==> src/ppm_pkg.sv <==
// Shared constants for the multiplexed parallel memory port
package ppm_pkg;
    localparam int unsigned BUS_W = 16;
    localparam int unsigned ADDR_W = 24;
    localparam int unsigned HI_LSB = 8;
    localparam int unsigned FIFO_DEPTH = 16;
    localparam logic ALE_POL_RST = 1'b1;
    localparam logic WIDE_RST = 1'b0;
    localparam int unsigned CLK_MHZ = 125;
    localparam int unsigned PHASE_NS = 16;
    localparam int unsigned PHASE_CYC = (PHASE_NS * CLK_MHZ + 999) / 1000;
    localparam logic [3:0] PHASE_CNT = 4'(PHASE_CYC);
    localparam logic [3:0] CNT_ZERO = 4'h0;
    localparam logic [3:0] CNT_ONE = 4'h1;
    localparam logic [7:0] BYTE_ZERO = 8'h00;
    localparam logic [15:0] WORD_ZERO = 16'h0000;
    localparam logic [23:0] ADDR_ZERO = 24'h000000;
    typedef enum logic [2:0] {
        ST_IDLE = 3'b000,
        ST_HADDR = 3'b001,
        ST_ADDR = 3'b010,
        ST_GAP = 3'b011,
        ST_DATA = 3'b100,
        ST_DONE = 3'b101
    } port_state_e;
endpackage

==> src/ppm_fifo.sv <==
// Request FIFO with valid/ready on both sides
`timescale 1ns/1ps
`default_nettype none
module ppm_fifo #(
    parameter int unsigned WIDTH = 41,
    parameter int unsigned DEPTH = 16
) (
    input wire logic clk_sys,
    input wire logic rst,
    input wire logic in_valid,
    output logic in_ready,
    input wire logic [WIDTH-1:0] in_data,
    output logic out_valid,
    input wire logic out_ready,
    output logic [WIDTH-1:0] out_data
);
    localparam int unsigned AW = $clog2(DEPTH);
    logic [WIDTH-1:0] mem_q [DEPTH];
    logic [AW-1:0] wr_q, wr_d, rd_q, rd_d;
    logic [AW:0] cnt_q, cnt_d;
    logic push, pop;

    // Handshakes; full and empty come straight from the count
    assign in_ready = (cnt_q != (AW+1)'(DEPTH));
    assign out_valid = (cnt_q != '0);
    assign push = in_valid && in_ready;
    assign pop = out_valid && out_ready;
    assign out_data = mem_q[rd_q];

    // Pointer and count update
    always_comb begin
        wr_d = push ? AW'(wr_q + 1'b1) : wr_q;
        rd_d = pop ? AW'(rd_q + 1'b1) : rd_q;
        cnt_d = cnt_q;
        if (push && !pop) begin
            cnt_d = (AW+1)'(cnt_q + 1'b1);
        end else if (pop && !push) begin
            cnt_d = (AW+1)'(cnt_q - 1'b1);
        end
    end

    always_ff @(posedge clk_sys) begin
        if (rst) begin
            wr_q <= '0;
            rd_q <= '0;
            cnt_q <= '0;
        end else begin
            wr_q <= wr_d;
            rd_q <= rd_d;
            cnt_q <= cnt_d;
        end
    end

    // Storage carries no reset; only valid entries are read
    always_ff @(posedge clk_sys) begin
        if (push) begin
            mem_q[wr_q] <= in_data;
        end
    end
endmodule
`default_nettype wire

==> src/ppm_port.sv <==
// Multiplexed address/data parallel memory port with request FIFO
// Function
// - Address and data share sixteen lines; latch strobe marks address phase
// - Port supports 8-bit narrow and 16-bit wide data modes
// - Narrow mode strobes latch whenever upper sixteen address bits change
// - Latch strobe asserted every time a new address is placed
// - Latch strobe resets active high; software may select active low
// - Read strobe low for the whole of every read
// - Write strobe low for the whole of every write
// - In flag mode no new transfer starts; all three strobes stay deasserted once any transfer under way has finished
// - Reset drives read/write high, latch low, bus lines undriven
`timescale 1ns/1ps
`default_nettype none
module ppm_port #(
    parameter int unsigned FIFO_DEPTH = ppm_pkg::FIFO_DEPTH
) (
    input wire logic clk_sys,
    input wire logic rst,
    input wire logic cfg_wide,
    input wire logic cfg_ale_low,
    input wire logic cfg_flag_mode,
    input wire logic req_valid,
    output logic req_ready,
    input wire logic req_write,
    input wire logic [23:0] req_addr,
    input wire logic [15:0] req_wdata,
    output logic rsp_valid,
    output logic [15:0] rsp_rdata,
    output logic [15:0] shared_bus_lines_o,
    output logic shared_bus_lines_oe_n,
    input wire logic [15:0] shared_bus_lines_i,
    output logic rd_n,
    output logic wr_n,
    output logic ale
);
    localparam int unsigned RW = 1 + ppm_pkg::ADDR_W + ppm_pkg::BUS_W;
    logic f_valid, f_pop;
    logic [RW-1:0] f_data;
    logic f_write;
    logic [23:0] f_addr;
    logic [15:0] f_wdata;
    logic [15:0] bus_s1_q, bus_s2_q;

    ppm_fifo #(.WIDTH(RW), .DEPTH(FIFO_DEPTH)) u_fifo (
        .clk_sys(clk_sys),
        .rst(rst),
        .in_valid(req_valid),
        .in_ready(req_ready),
        .in_data({req_write, req_addr, req_wdata}),
        .out_valid(f_valid),
        .out_ready(f_pop),
        .out_data(f_data)
    );
    assign {f_write, f_addr, f_wdata} = f_data;

    // Pin input synchroniser; only the second stage is read
    always_ff @(posedge clk_sys) begin
        bus_s1_q <= shared_bus_lines_i;
        bus_s2_q <= bus_s1_q;
    end

    ppm_pkg::port_state_e st_q, st_d;
    logic [3:0] cnt_q, cnt_d;
    logic [15:0] hi_q, hi_d;
    logic hi_ok_q, hi_ok_d;
    logic mode_q, mode_d;
    logic [15:0] dout_q, dout_d;
    logic oe_n_q, oe_n_d;
    logic rd_q, rd_d, wr_q, wr_d, ale_q, ale_d;
    logic rsp_q, rsp_d;
    logic [15:0] rdata_q, rdata_d;
    logic [15:0] up_bits;
    logic cnt_last;

    assign up_bits = f_addr[ppm_pkg::ADDR_W-1:ppm_pkg::HI_LSB];
    assign cnt_last = (cnt_q == ppm_pkg::CNT_ONE);
    assign f_pop = (st_q == ppm_pkg::ST_DONE);

    // Sequencer: optional high-address latch, address, gap, data strobe
    always_comb begin
        st_d = st_q;
        cnt_d = (cnt_q != ppm_pkg::CNT_ZERO) ? 4'(cnt_q - 1'b1) : cnt_q;
        hi_d = hi_q;
        hi_ok_d = hi_ok_q;
        mode_d = mode_q;
        dout_d = dout_q;
        oe_n_d = oe_n_q;
        rd_d = 1'b0;
        wr_d = 1'b0;
        ale_d = 1'b0;
        rsp_d = 1'b0;
        rdata_d = rdata_q;
        if (mode_q != cfg_wide) begin
            hi_ok_d = 1'b0; // Width change invalidates held upper bits
            mode_d = cfg_wide;
        end
        unique case (st_q)
            ppm_pkg::ST_IDLE: begin
                oe_n_d = 1'b1;
                if (f_valid && !cfg_flag_mode) begin
                    cnt_d = ppm_pkg::PHASE_CNT;
                    oe_n_d = 1'b0;
                    ale_d = 1'b1;
                    // A width change in this same cycle must also force the high phase
                    if (!cfg_wide && (!hi_ok_q || mode_q != cfg_wide
                        || up_bits != hi_q)) begin
                        st_d = ppm_pkg::ST_HADDR;
                        dout_d = up_bits;
                        hi_d = up_bits;
                        hi_ok_d = 1'b1;
                    end else begin
                        st_d = ppm_pkg::ST_ADDR;
                        dout_d = cfg_wide ? f_addr[15:0] : {ppm_pkg::BYTE_ZERO, f_addr[7:0]};
                    end
                end
            end
            ppm_pkg::ST_HADDR: begin
                ale_d = !cnt_last;
                if (cnt_last) begin
                    st_d = ppm_pkg::ST_ADDR; // Low byte is a new address, strobe stays asserted through it
                    cnt_d = ppm_pkg::PHASE_CNT;
                    ale_d = 1'b1;
                    dout_d = {ppm_pkg::BYTE_ZERO, f_addr[7:0]};
                end
            end
            ppm_pkg::ST_ADDR: begin
                ale_d = !cnt_last;
                if (cnt_last) begin
                    st_d = ppm_pkg::ST_GAP;
                    cnt_d = ppm_pkg::CNT_ONE;
                end
            end
            ppm_pkg::ST_GAP: begin
                st_d = ppm_pkg::ST_DATA;
                cnt_d = ppm_pkg::PHASE_CNT;
                rd_d = !f_write;
                wr_d = f_write;
                oe_n_d = !f_write;
                dout_d = cfg_wide ? f_wdata : {ppm_pkg::BYTE_ZERO, f_wdata[7:0]};
            end
            ppm_pkg::ST_DATA: begin
                rd_d = !f_write && !cnt_last;
                wr_d = f_write && !cnt_last;
                if (cnt_last) begin
                    st_d = ppm_pkg::ST_DONE; // Write data held one cycle past the strobe
                end
            end
            ppm_pkg::ST_DONE: begin
                st_d = ppm_pkg::ST_IDLE;
                oe_n_d = 1'b1;
                // Synchroniser delay: second stage only now holds data from under the strobe
                if (!f_write) begin
                    rsp_d = 1'b1;
                    rdata_d = cfg_wide ? bus_s2_q : {ppm_pkg::BYTE_ZERO, bus_s2_q[7:0]};
                end
            end
            default: begin
                st_d = ppm_pkg::ST_IDLE;
            end
        endcase
    end

    always_ff @(posedge clk_sys) begin
        if (rst) begin
            st_q <= ppm_pkg::ST_IDLE;
            cnt_q <= ppm_pkg::CNT_ZERO;
            hi_q <= ppm_pkg::WORD_ZERO;
            hi_ok_q <= 1'b0;
            mode_q <= ppm_pkg::WIDE_RST;
            dout_q <= ppm_pkg::WORD_ZERO;
            oe_n_q <= 1'b1;
            rd_q <= 1'b0;
            wr_q <= 1'b0;
            ale_q <= 1'b0;
            rsp_q <= 1'b0;
            rdata_q <= ppm_pkg::WORD_ZERO;
        end else begin
            st_q <= st_d;
            cnt_q <= cnt_d;
            hi_q <= hi_d;
            hi_ok_q <= hi_ok_d;
            mode_q <= mode_d;
            dout_q <= dout_d;
            oe_n_q <= oe_n_d;
            rd_q <= rd_d;
            wr_q <= wr_d;
            ale_q <= ale_d;
            rsp_q <= rsp_d;
            rdata_q <= rdata_d;
        end
    end

    // Pin drive; latch polarity applied at the pin, reset state keeps it low
    logic ale_pol_q;
    always_ff @(posedge clk_sys) begin
        if (rst) begin
            ale_pol_q <= !ppm_pkg::ALE_POL_RST;
        end else begin
            ale_pol_q <= cfg_ale_low;
        end
    end
    assign shared_bus_lines_o = dout_q;
    assign shared_bus_lines_oe_n = oe_n_q;
    assign rd_n = !rd_q;
    assign wr_n = !wr_q;
    assign ale = ale_q ^ ale_pol_q;
    assign rsp_valid = rsp_q;
    assign rsp_rdata = rdata_q;

    // Data strobes never overlap each other or the latch strobe
    strobe_excl_a: assert property (@(posedge clk_sys) disable iff (rst)
        !(rd_q && wr_q) && !(ale_q && (rd_q || wr_q)))
        else $error("strobe overlap");
    flag_quiet_a: assert property (@(posedge clk_sys) disable iff (rst)
        cfg_flag_mode && st_q == ppm_pkg::ST_IDLE |=> !ale_q && !rd_q && !wr_q)
        else $error("strobe in flag mode");
    read_hold_a: assert property (@(posedge clk_sys) disable iff (rst)
        $rose(rd_q) |-> rd_q [*2] ##1 !rd_q ##1 rsp_q)
        else $error("read strobe width");
    write_hold_a: assert property (@(posedge clk_sys) disable iff (rst)
        $rose(wr_q) |-> wr_q [*2] ##1 !wr_q && !oe_n_q ##0 !wr_q)
        else $error("write strobe width");
    addr_first_a: assert property (@(posedge clk_sys) disable iff (rst)
        $rose(rd_q) || $rose(wr_q) |-> $past(!ale_q) && $past(ale_q, 3))
        else $error("data before address");
    latch_new_a: assert property (@(posedge clk_sys) disable iff (rst)
        st_q == ppm_pkg::ST_IDLE && f_valid && !cfg_flag_mode |=> ale_q && !oe_n_q)
        else $error("no latch on address");
    hi_change_a: assert property (@(posedge clk_sys) disable iff (rst)
        st_q == ppm_pkg::ST_IDLE && f_valid && !cfg_flag_mode && !cfg_wide
        && up_bits != hi_q |=> st_q == ppm_pkg::ST_HADDR && dout_q == $past(up_bits))
        else $error("high bits not latched");
    bus_idle_a: assert property (@(posedge clk_sys) disable iff (rst)
        st_q == ppm_pkg::ST_IDLE |-> oe_n_q && !rd_q && !wr_q)
        else $error("bus driven while idle");
    wide_addr_a: assert property (@(posedge clk_sys) disable iff (rst)
        st_q == ppm_pkg::ST_IDLE && f_valid && !cfg_flag_mode && cfg_wide
        |=> st_q == ppm_pkg::ST_ADDR && dout_q == $past(f_addr[15:0]))
        else $error("wide address wrong");
endmodule
`default_nettype wire

==> config.mk <==
export PLATFORM = sky130hd
export DESIGN_NAME = ppm_port
export DESIGN_NICKNAME = d
export VERILOG_FILES = /design/src/ppm_pkg.sv /design/src/ppm_fifo.sv /design/src/ppm_port.sv
export SDC_FILE = /design/constraint.sdc
export NUM_CORES = 1
export LEC_CHECK = 0
export CAP_MARGIN = 5
export CORE_AREA = 2 2 370 299
export CTS_CLUSTER_SIZE = 25
export DETAILED_ROUTE_END_ITERATION = 10
export DIE_AREA = 0 0 372 301
export DONT_BUFFER_PORTS = 1
export PLACE_DENSITY_LB_ADDON = 0.3
export SLEW_MARGIN = 20
export SYNTH_ARGS = -nofsm -noshare
export SYNTH_HDL_FRONTEND = slang
export SYNTH_SLANG_ARGS = --single-unit
==> constraint.sdc <==
create_clock -name clk_sys -period 9.5 [get_ports clk_sys]
set_clock_uncertainty 0.05 [all_clocks]
set_input_delay 1.9 -clock clk_sys [delete_from_list [all_inputs] [get_ports clk_sys]]
set_output_delay 1.9 -clock clk_sys [all_outputs]
set_load 0.1 [all_outputs]
### Yosys cells after proc, flatten, opt, wreduce, memory -nomap -nowiden

Memory sizes are Yosys's and may differ from the RTL's. A register that Yosys moved wholly into a read port is not among the register bits.
Index checks and enable logic that the tools add are counted.

* bits in registers: 108
* RAM bits: 656
* bits of input ports: 63
* output and inout bits: 38
* word-level logic and storage cells: 106
* memories: 1

* add/subtract/negate cells: 5
* eq/ne operators: 13
* muxes and demuxes: 36
* bitwise gates (word level): 3
* reduce and logical (&&, ||, !) cells: 30

Memory list
* u_fifo.mem_q: depth 16, width 41, read ports 1, clocked after memory_dff 1, wr ports 1, line ppm_fifo.sv:18 `logic [WIDTH-1:0] mem_q [DEPTH];`

Operator list (count)
* 16-bit two-way mux: 6
* 16-bit case mux with 3 select lines: 1
* 4-bit two-way mux: 6
* 16-bit inequality test: 1
* 4-bit case mux with 4 select lines: 1
* 3-bit case mux with 5 select lines: 1
* 3-bit two-way mux: 4
* 1-bit two-way mux: 10
* 5-bit two-way mux: 2
* 1-bit logical NOT: 9
* 4-bit by 1-bit adder with 4-bit output (second input constant): 2
* 1-bit logical AND: 8
* 2-bit inequality test (second input constant): 4
* 3-bit by 2-bit equality test with 1-bit output (second input constant): 2
* 3-bit equality test (second input constant): 2
* 1-bit case mux with 3 select lines: 2
* 3-bit AND reduction: 2
* 3-bit nonzero test: 2
* 5-bit by 1-bit adder with 5-bit output (second input constant): 1
* 5-bit inequality test (second input constant): 1
* 5-bit nonzero test: 1
* 5-bit by 1-bit subtractor with 5-bit output (second input constant): 1
* 4-bit by 1-bit equality test with 1-bit output (second input constant): 1
* 1-bit case mux with 2 select lines: 2
* other kinds (13): 15

### Logic depth before layout (Yosys ltp)

* depth in word-level cells: 7
* depth in mapped cells: 16
* mapped depth without buffers: 13

### By module

A second synthesis with hierarchy kept.

* cell total of the unflattened synthesis: 1580
* area total of the unflattened synthesis: 29642.2 µm²

Modules (own cells, without submodules)
* ppm_fifo: times used 1, cells an instance 1115, area an instance 25405.6 µm², seq. area each 20039.2 µm²
* ppm_port: times used 1, cells an instance 465, area an instance 4236.6 µm², seq. area each 1901.8 µm²

### Least setup slack after synthesis

No wires, ideal clock.

* path kind: input to register
* start: input req_valid
* end: memory u_fifo.mem_q[3][0], enable pin
* library setup time: 0.490 ns
* arrival: 5.266 ns
* required time: 8.960 ns
* slack: 3.694 ns
* stages on the path: 4
* path buffers: 1
* cell sequence: and2_1 -> clkbuf_1 -> nand2_1 -> nor3_1

* cells in the longest elaborated chain, start to end: 3

Ends and longest elaborated chain
* start: declaration: line ppm_port.sv:22 `input wire logic req_valid,`
* 1-bit logical AND: line ppm_fifo.sv:26 `assign push = in_valid && in_ready;`
* via u_fifo.push: line ppm_fifo.sv:21 `logic push, pop;`
* 1-bit two-way mux: line ppm_fifo.sv:56 `if (push) begin`
* 1-bit two-way mux (not written as such): line ppm_fifo.sv:57 `mem_q[wr_q] <= in_data;`
* end: declaration: line ppm_fifo.sv:18

The timed path passes the listed nets, and every way through them passes these cells.

==> impl_summary.log <==
INFO  metric data_arrival_time_of_the_worst_path = around 5700 ps
INFO  metric drv.max_cap_violation_count = 0
INFO  metric synth.avg_cell_area = about 18 um2
INFO  metric post-route-util = a little under a third
INFO  metric status = finished clean
INFO  metric final-max-slew-violation-count = 0
INFO  metric tightest_slew = 1195 ps
INFO  metric yosys_warnings = 0
INFO  metric ctsLongestPathBuffers = 3
INFO  metric worstPathMaxFanout = 43
INFO  metric ctsHoldBuffers = 0
INFO  metric cpLargestDelayFamily = buffers and inverters
INFO  metric clock_tree.htree_level_count = 3
INFO  metric setup.worst_path.start_class = register
INFO  metric synthesis.area = 0.03007 mm2
INFO  metric finalCritPeriodShare = 54.54%
INFO  metric drt-initial-drc-count = 1,521
INFO  metric filler_cell_count = 10,300
INFO  metric cts_num_sinks = between 700 and 800
INFO  metric tritoncts = built
INFO  metric yosys_register_bits = 768
INFO  metric hpwl_after_dpl = 42,530 um
INFO  metric relSlewSlack = 20.19%
INFO  metric cp_num_buf_inv = 2
INFO  metric floorplan.core_area = 0.1080 mm2
INFO  metric clock_power_share = 37.5%
INFO  metric insertion_delay = 630 ps
INFO  metric crit_path_cell_trace = buf_4 -> buf_4 -> nand2_1 -> a2111oi_0 -> or4_4 -> o21a_1 -> a2111oi_2 -> and3_4 -> a21oi_4 -> nand2_4 -> mux2_1
INFO  metric synthToLayoutAreaGrowth = 13.10%
INFO  metric number_of_clock_buffers_inserted_by_tritoncts = 76
INFO  metric post_synth_inst_count = 1,627
INFO  metric io_pins = 101
INFO  metric critPathCaptureType = register
INFO  metric drt_drc_violations_left = 0
INFO  metric placed_area = between 0.03 and 0.04 mm2
INFO  metric clock_tree.root_cell = clkbuf_16
INFO  metric holdCritPathClass = reg -> reg
INFO  metric finalSetupViolCount = 0
INFO  metric total_die_area = 0.1120 mm2
INFO  metric critical_path_required = 9970 ps
INFO  metric synth_area_leaders = edfxtp_1 66%, mux4_2 12%, dfxtp_1 7.5%
INFO  metric seqPwrFrac = 54.6%
INFO  metric p_switching = 0.001977 W
INFO  metric wl_per_cell = 24.68 um
INFO  metric routed_wl = 77,280 um
INFO  metric critical_path.slowest_cell = buf_4
INFO  metric antenna_found_initial = 1
INFO  metric post_route_cells_drive_above_1_share = 21.75%
INFO  metric die_width = 372 um
INFO  metric timing.critical_path.slowest_cell_delay = around 800 ps
INFO  metric pwr-share-comb = 7.9%
INFO  metric synth-edff-count = 656
INFO  metric antenna-diode-count = 0
INFO  metric hold_viol_final = 0
INFO  metric grt_max_degree = 70
INFO  metric ir_worst_vdd = 127.1 uV
INFO  metric grt_pass1_vias = ~16,000
INFO  metric yosys_most_used_dff = edfxtp_1
INFO  metric area_share_of_the_leading_cell_type_in_the_synthesized_netlist = 65.52%
INFO  metric power_density = about 220 mW/mm2
INFO  metric finish.instance_area = 0.03401 mm2
INFO  metric power.static_leakage = ~10 nW
INFO  metric cts.reportedPaths.clkPinSlew = 70 ps
INFO  metric seq_area_frac_synth = between 70% and 80%
INFO  metric cp_common_cell = buf_4
INFO  metric timing.setup.critical_path_class = reg -> reg
INFO  metric grt_pass1_wl = 111,100 um
INFO  metric synth_async_sr_flop_share = 0%
INFO  metric yosysTopAreaCell = edfxtp_1
INFO  metric drtAntennaViolNets = 0
INFO  metric final_period_minus_worst_setup_slack = 5181 ps
INFO  metric standard_cell_rows = approximately 110
INFO  metric drt_pre_antenna_iters = 5
INFO  metric floorplan.initialDensity = 27.85%
INFO  metric place.gp.congestion = ~0.82
INFO  metric post_cts_sizing = 0
INFO  metric clock.fmax = 193.0 MHz
INFO  metric layout.nets = between 1,500 and 2,000
INFO  metric switching_share = 26.24%
INFO  metric die-height = 301 um
INFO  metric vias = 15,190
INFO  metric via_per_inst = 4.851
INFO  metric synth.net_count = roughly 1,700
INFO  metric setup_total_negative_slack = 0 ps
INFO  metric overall_track_demand_over_capacity_in_global_routing = between 10 and 15%
INFO  metric grt_remaining_overflow = 0
INFO  metric post_cts.repair.setup_buffers = 0
INFO  metric place.port_buffers = 0
INFO  metric rsz0062_at_grt = no
INFO  metric power.internal = ~0.0056 W
INFO  metric synth_cell_type_count = 78
synthesized netlist by cell type (4+ instances only):
cell type / instances
ha_1: 12
mux2_1: 5
a211oi_1: 11
clkbuf_1: 32
a21oi_1: 50
nor3_1: 16
mux2_2: 26
a311oi_2: 4
inv_1: 26
a21o_1: 4
o21ai_0: 27
buf_6: 13
xnor2_1: 15
and3_1: 5
and2_1: 9
o221ai_1: 6
o211ai_1: 10
edfxtp_1: 656
a22oi_1: 10
nand2b_1: 7
nand2_1: 85
buf_1: 6
a31oi_1: 4
o22ai_1: 18
nor2b_1: 24
mux2i_1: 51
buf_2: 23
nand3_1: 25
nor2_1: 86
xor2_1: 13
buf_4: 13
mux4_2: 160
dfxtp_1: 112
flip-flops by register name (all words and copies together), names as in the netlist, named ones only:
register and cells:
wr_q 1, cnt_q 4, st_q 3, rsp_rdata 16, u_fifo.cnt_q 5, rsp_valid 1, ale_pol_q 1, u_fifo.rd_q 4
u_fifo.mem_q 656, hi_q 16, rd_q 1, hi_ok_q 1, bus_s1_q 16, mode_q 1, u_fifo.wr_q 4, shared_bus_lines_o 16
ale_q 1, shared_bus_lines_oe_n 1, bus_s2_q 16
worst reg2reg max path: cells and delay by family (launching register included):
kind            cells  cell delay, ps
mux                 1             370
compound gates      4            1410
flops               1             750
buf+inv             2            1600
simple gates        4             890
cells in the final DEF (no fill, tap or decap), drive strengths merged, types with 6 or more instances in the layout:
master / instances
nand2b: 7
nor2b: 24
nor3: 16
mux2i: 53
a211oi: 11
nand2: 86
inv: 29
a21oi: 51
nor2: 88
o22ai: 18
buf: 29
edfxtp: 656
a22oi: 10
and3: 6
mux2: 31
o211ai: 10
xnor2: 15
dfxtp: 112
and2: 9
mux4: 160
clkinv: 37
ha: 12
o221ai: 6
clkbuf: 93
o21ai: 29
xor2: 13
nand3: 25
stage by stage:
step / setup slack, ps / power [W] / std cells / hold WS [ps]
2_1_floorplan: 3694 / 0.004536 / 1627 / 259.6
3_5_place_dp: 4170 / 0.004768 / 2997 / 262.1
3_3_place_gp: 4363 / 0.004746 / 2997 / 261.7
6_report: 4319 / 0.007535 / 3131 / 275.7
4_1_cts: 4188 / 0.007601 / 3131 / 275.5
5_1_grt: 3798 / 0.007821 / 3131 / 285.2
kinds of logic after synthesis:
| kind of cell | Yosys count | share of synthesized area, % |
|---|---|---|
| flops | 768 | 72.98 |
| compound gates | 178 | 4.195 |
| fa+ha+maj | 13 | 0.5659 |
| simple gates | 279 | 4.336 |
| buf+inv | 117 | 2.118 |
| mux | 244 | 14.99 |
| xor+xnor | 28 | 0.8157 |
routing by layer:
layer  up-vias  part of all wire, %  track usage [%]  wire, um
met2       434                   45            20.73     34650
met4         0                  1.7            2.938      1295
met3       103                  7.5            4.120      5794
li1       6523                    -                -         -
met5         -                    0                0         0
met1      8129                   46            19.65     35540
power groups by stage:
stage | Clock (W) | Combinational, W | Sequential, W
after detailed placement | 0 | 0.000590 | 0.00418
final | 0.00283 | 0.000594 | 0.00411
after floorplan | 0 | 0.000419 | 0.00412
after CTS | 0.00290 | 0.000593 | 0.00411
after global placement | 0 | 0.000577 | 0.00417
after global routing | 0.00304 | 0.000652 | 0.00413
cell type report:
type                            count  area (um2)  share of cell area, %
Clock inverter                     41       261.5                 0.7690
Timing Repair Buffer               29       217.7                 0.6402
Inverter                           28       105.1                 0.3091
Multi-Input combinational cell    742        7635                  22.45
Sequential cell                   768       21970                  64.60
Tap cell                         1430        1789                  5.262
Clock buffer                       93        2029                  5.968
worst paths after layout:
kind,start,endpoint,slack [ps],cells past startpoint
setup / recovery,register,hi_q[3],4320,11
hold / removal,bus_s1_q[1],bus_s2_q[1],280,0
setup reg to reg,register,hi_q[3],4320,11
hold reg to reg,bus_s1_q[1],bus_s2_q[1],280,0
(Power assumes the default switching activity.)
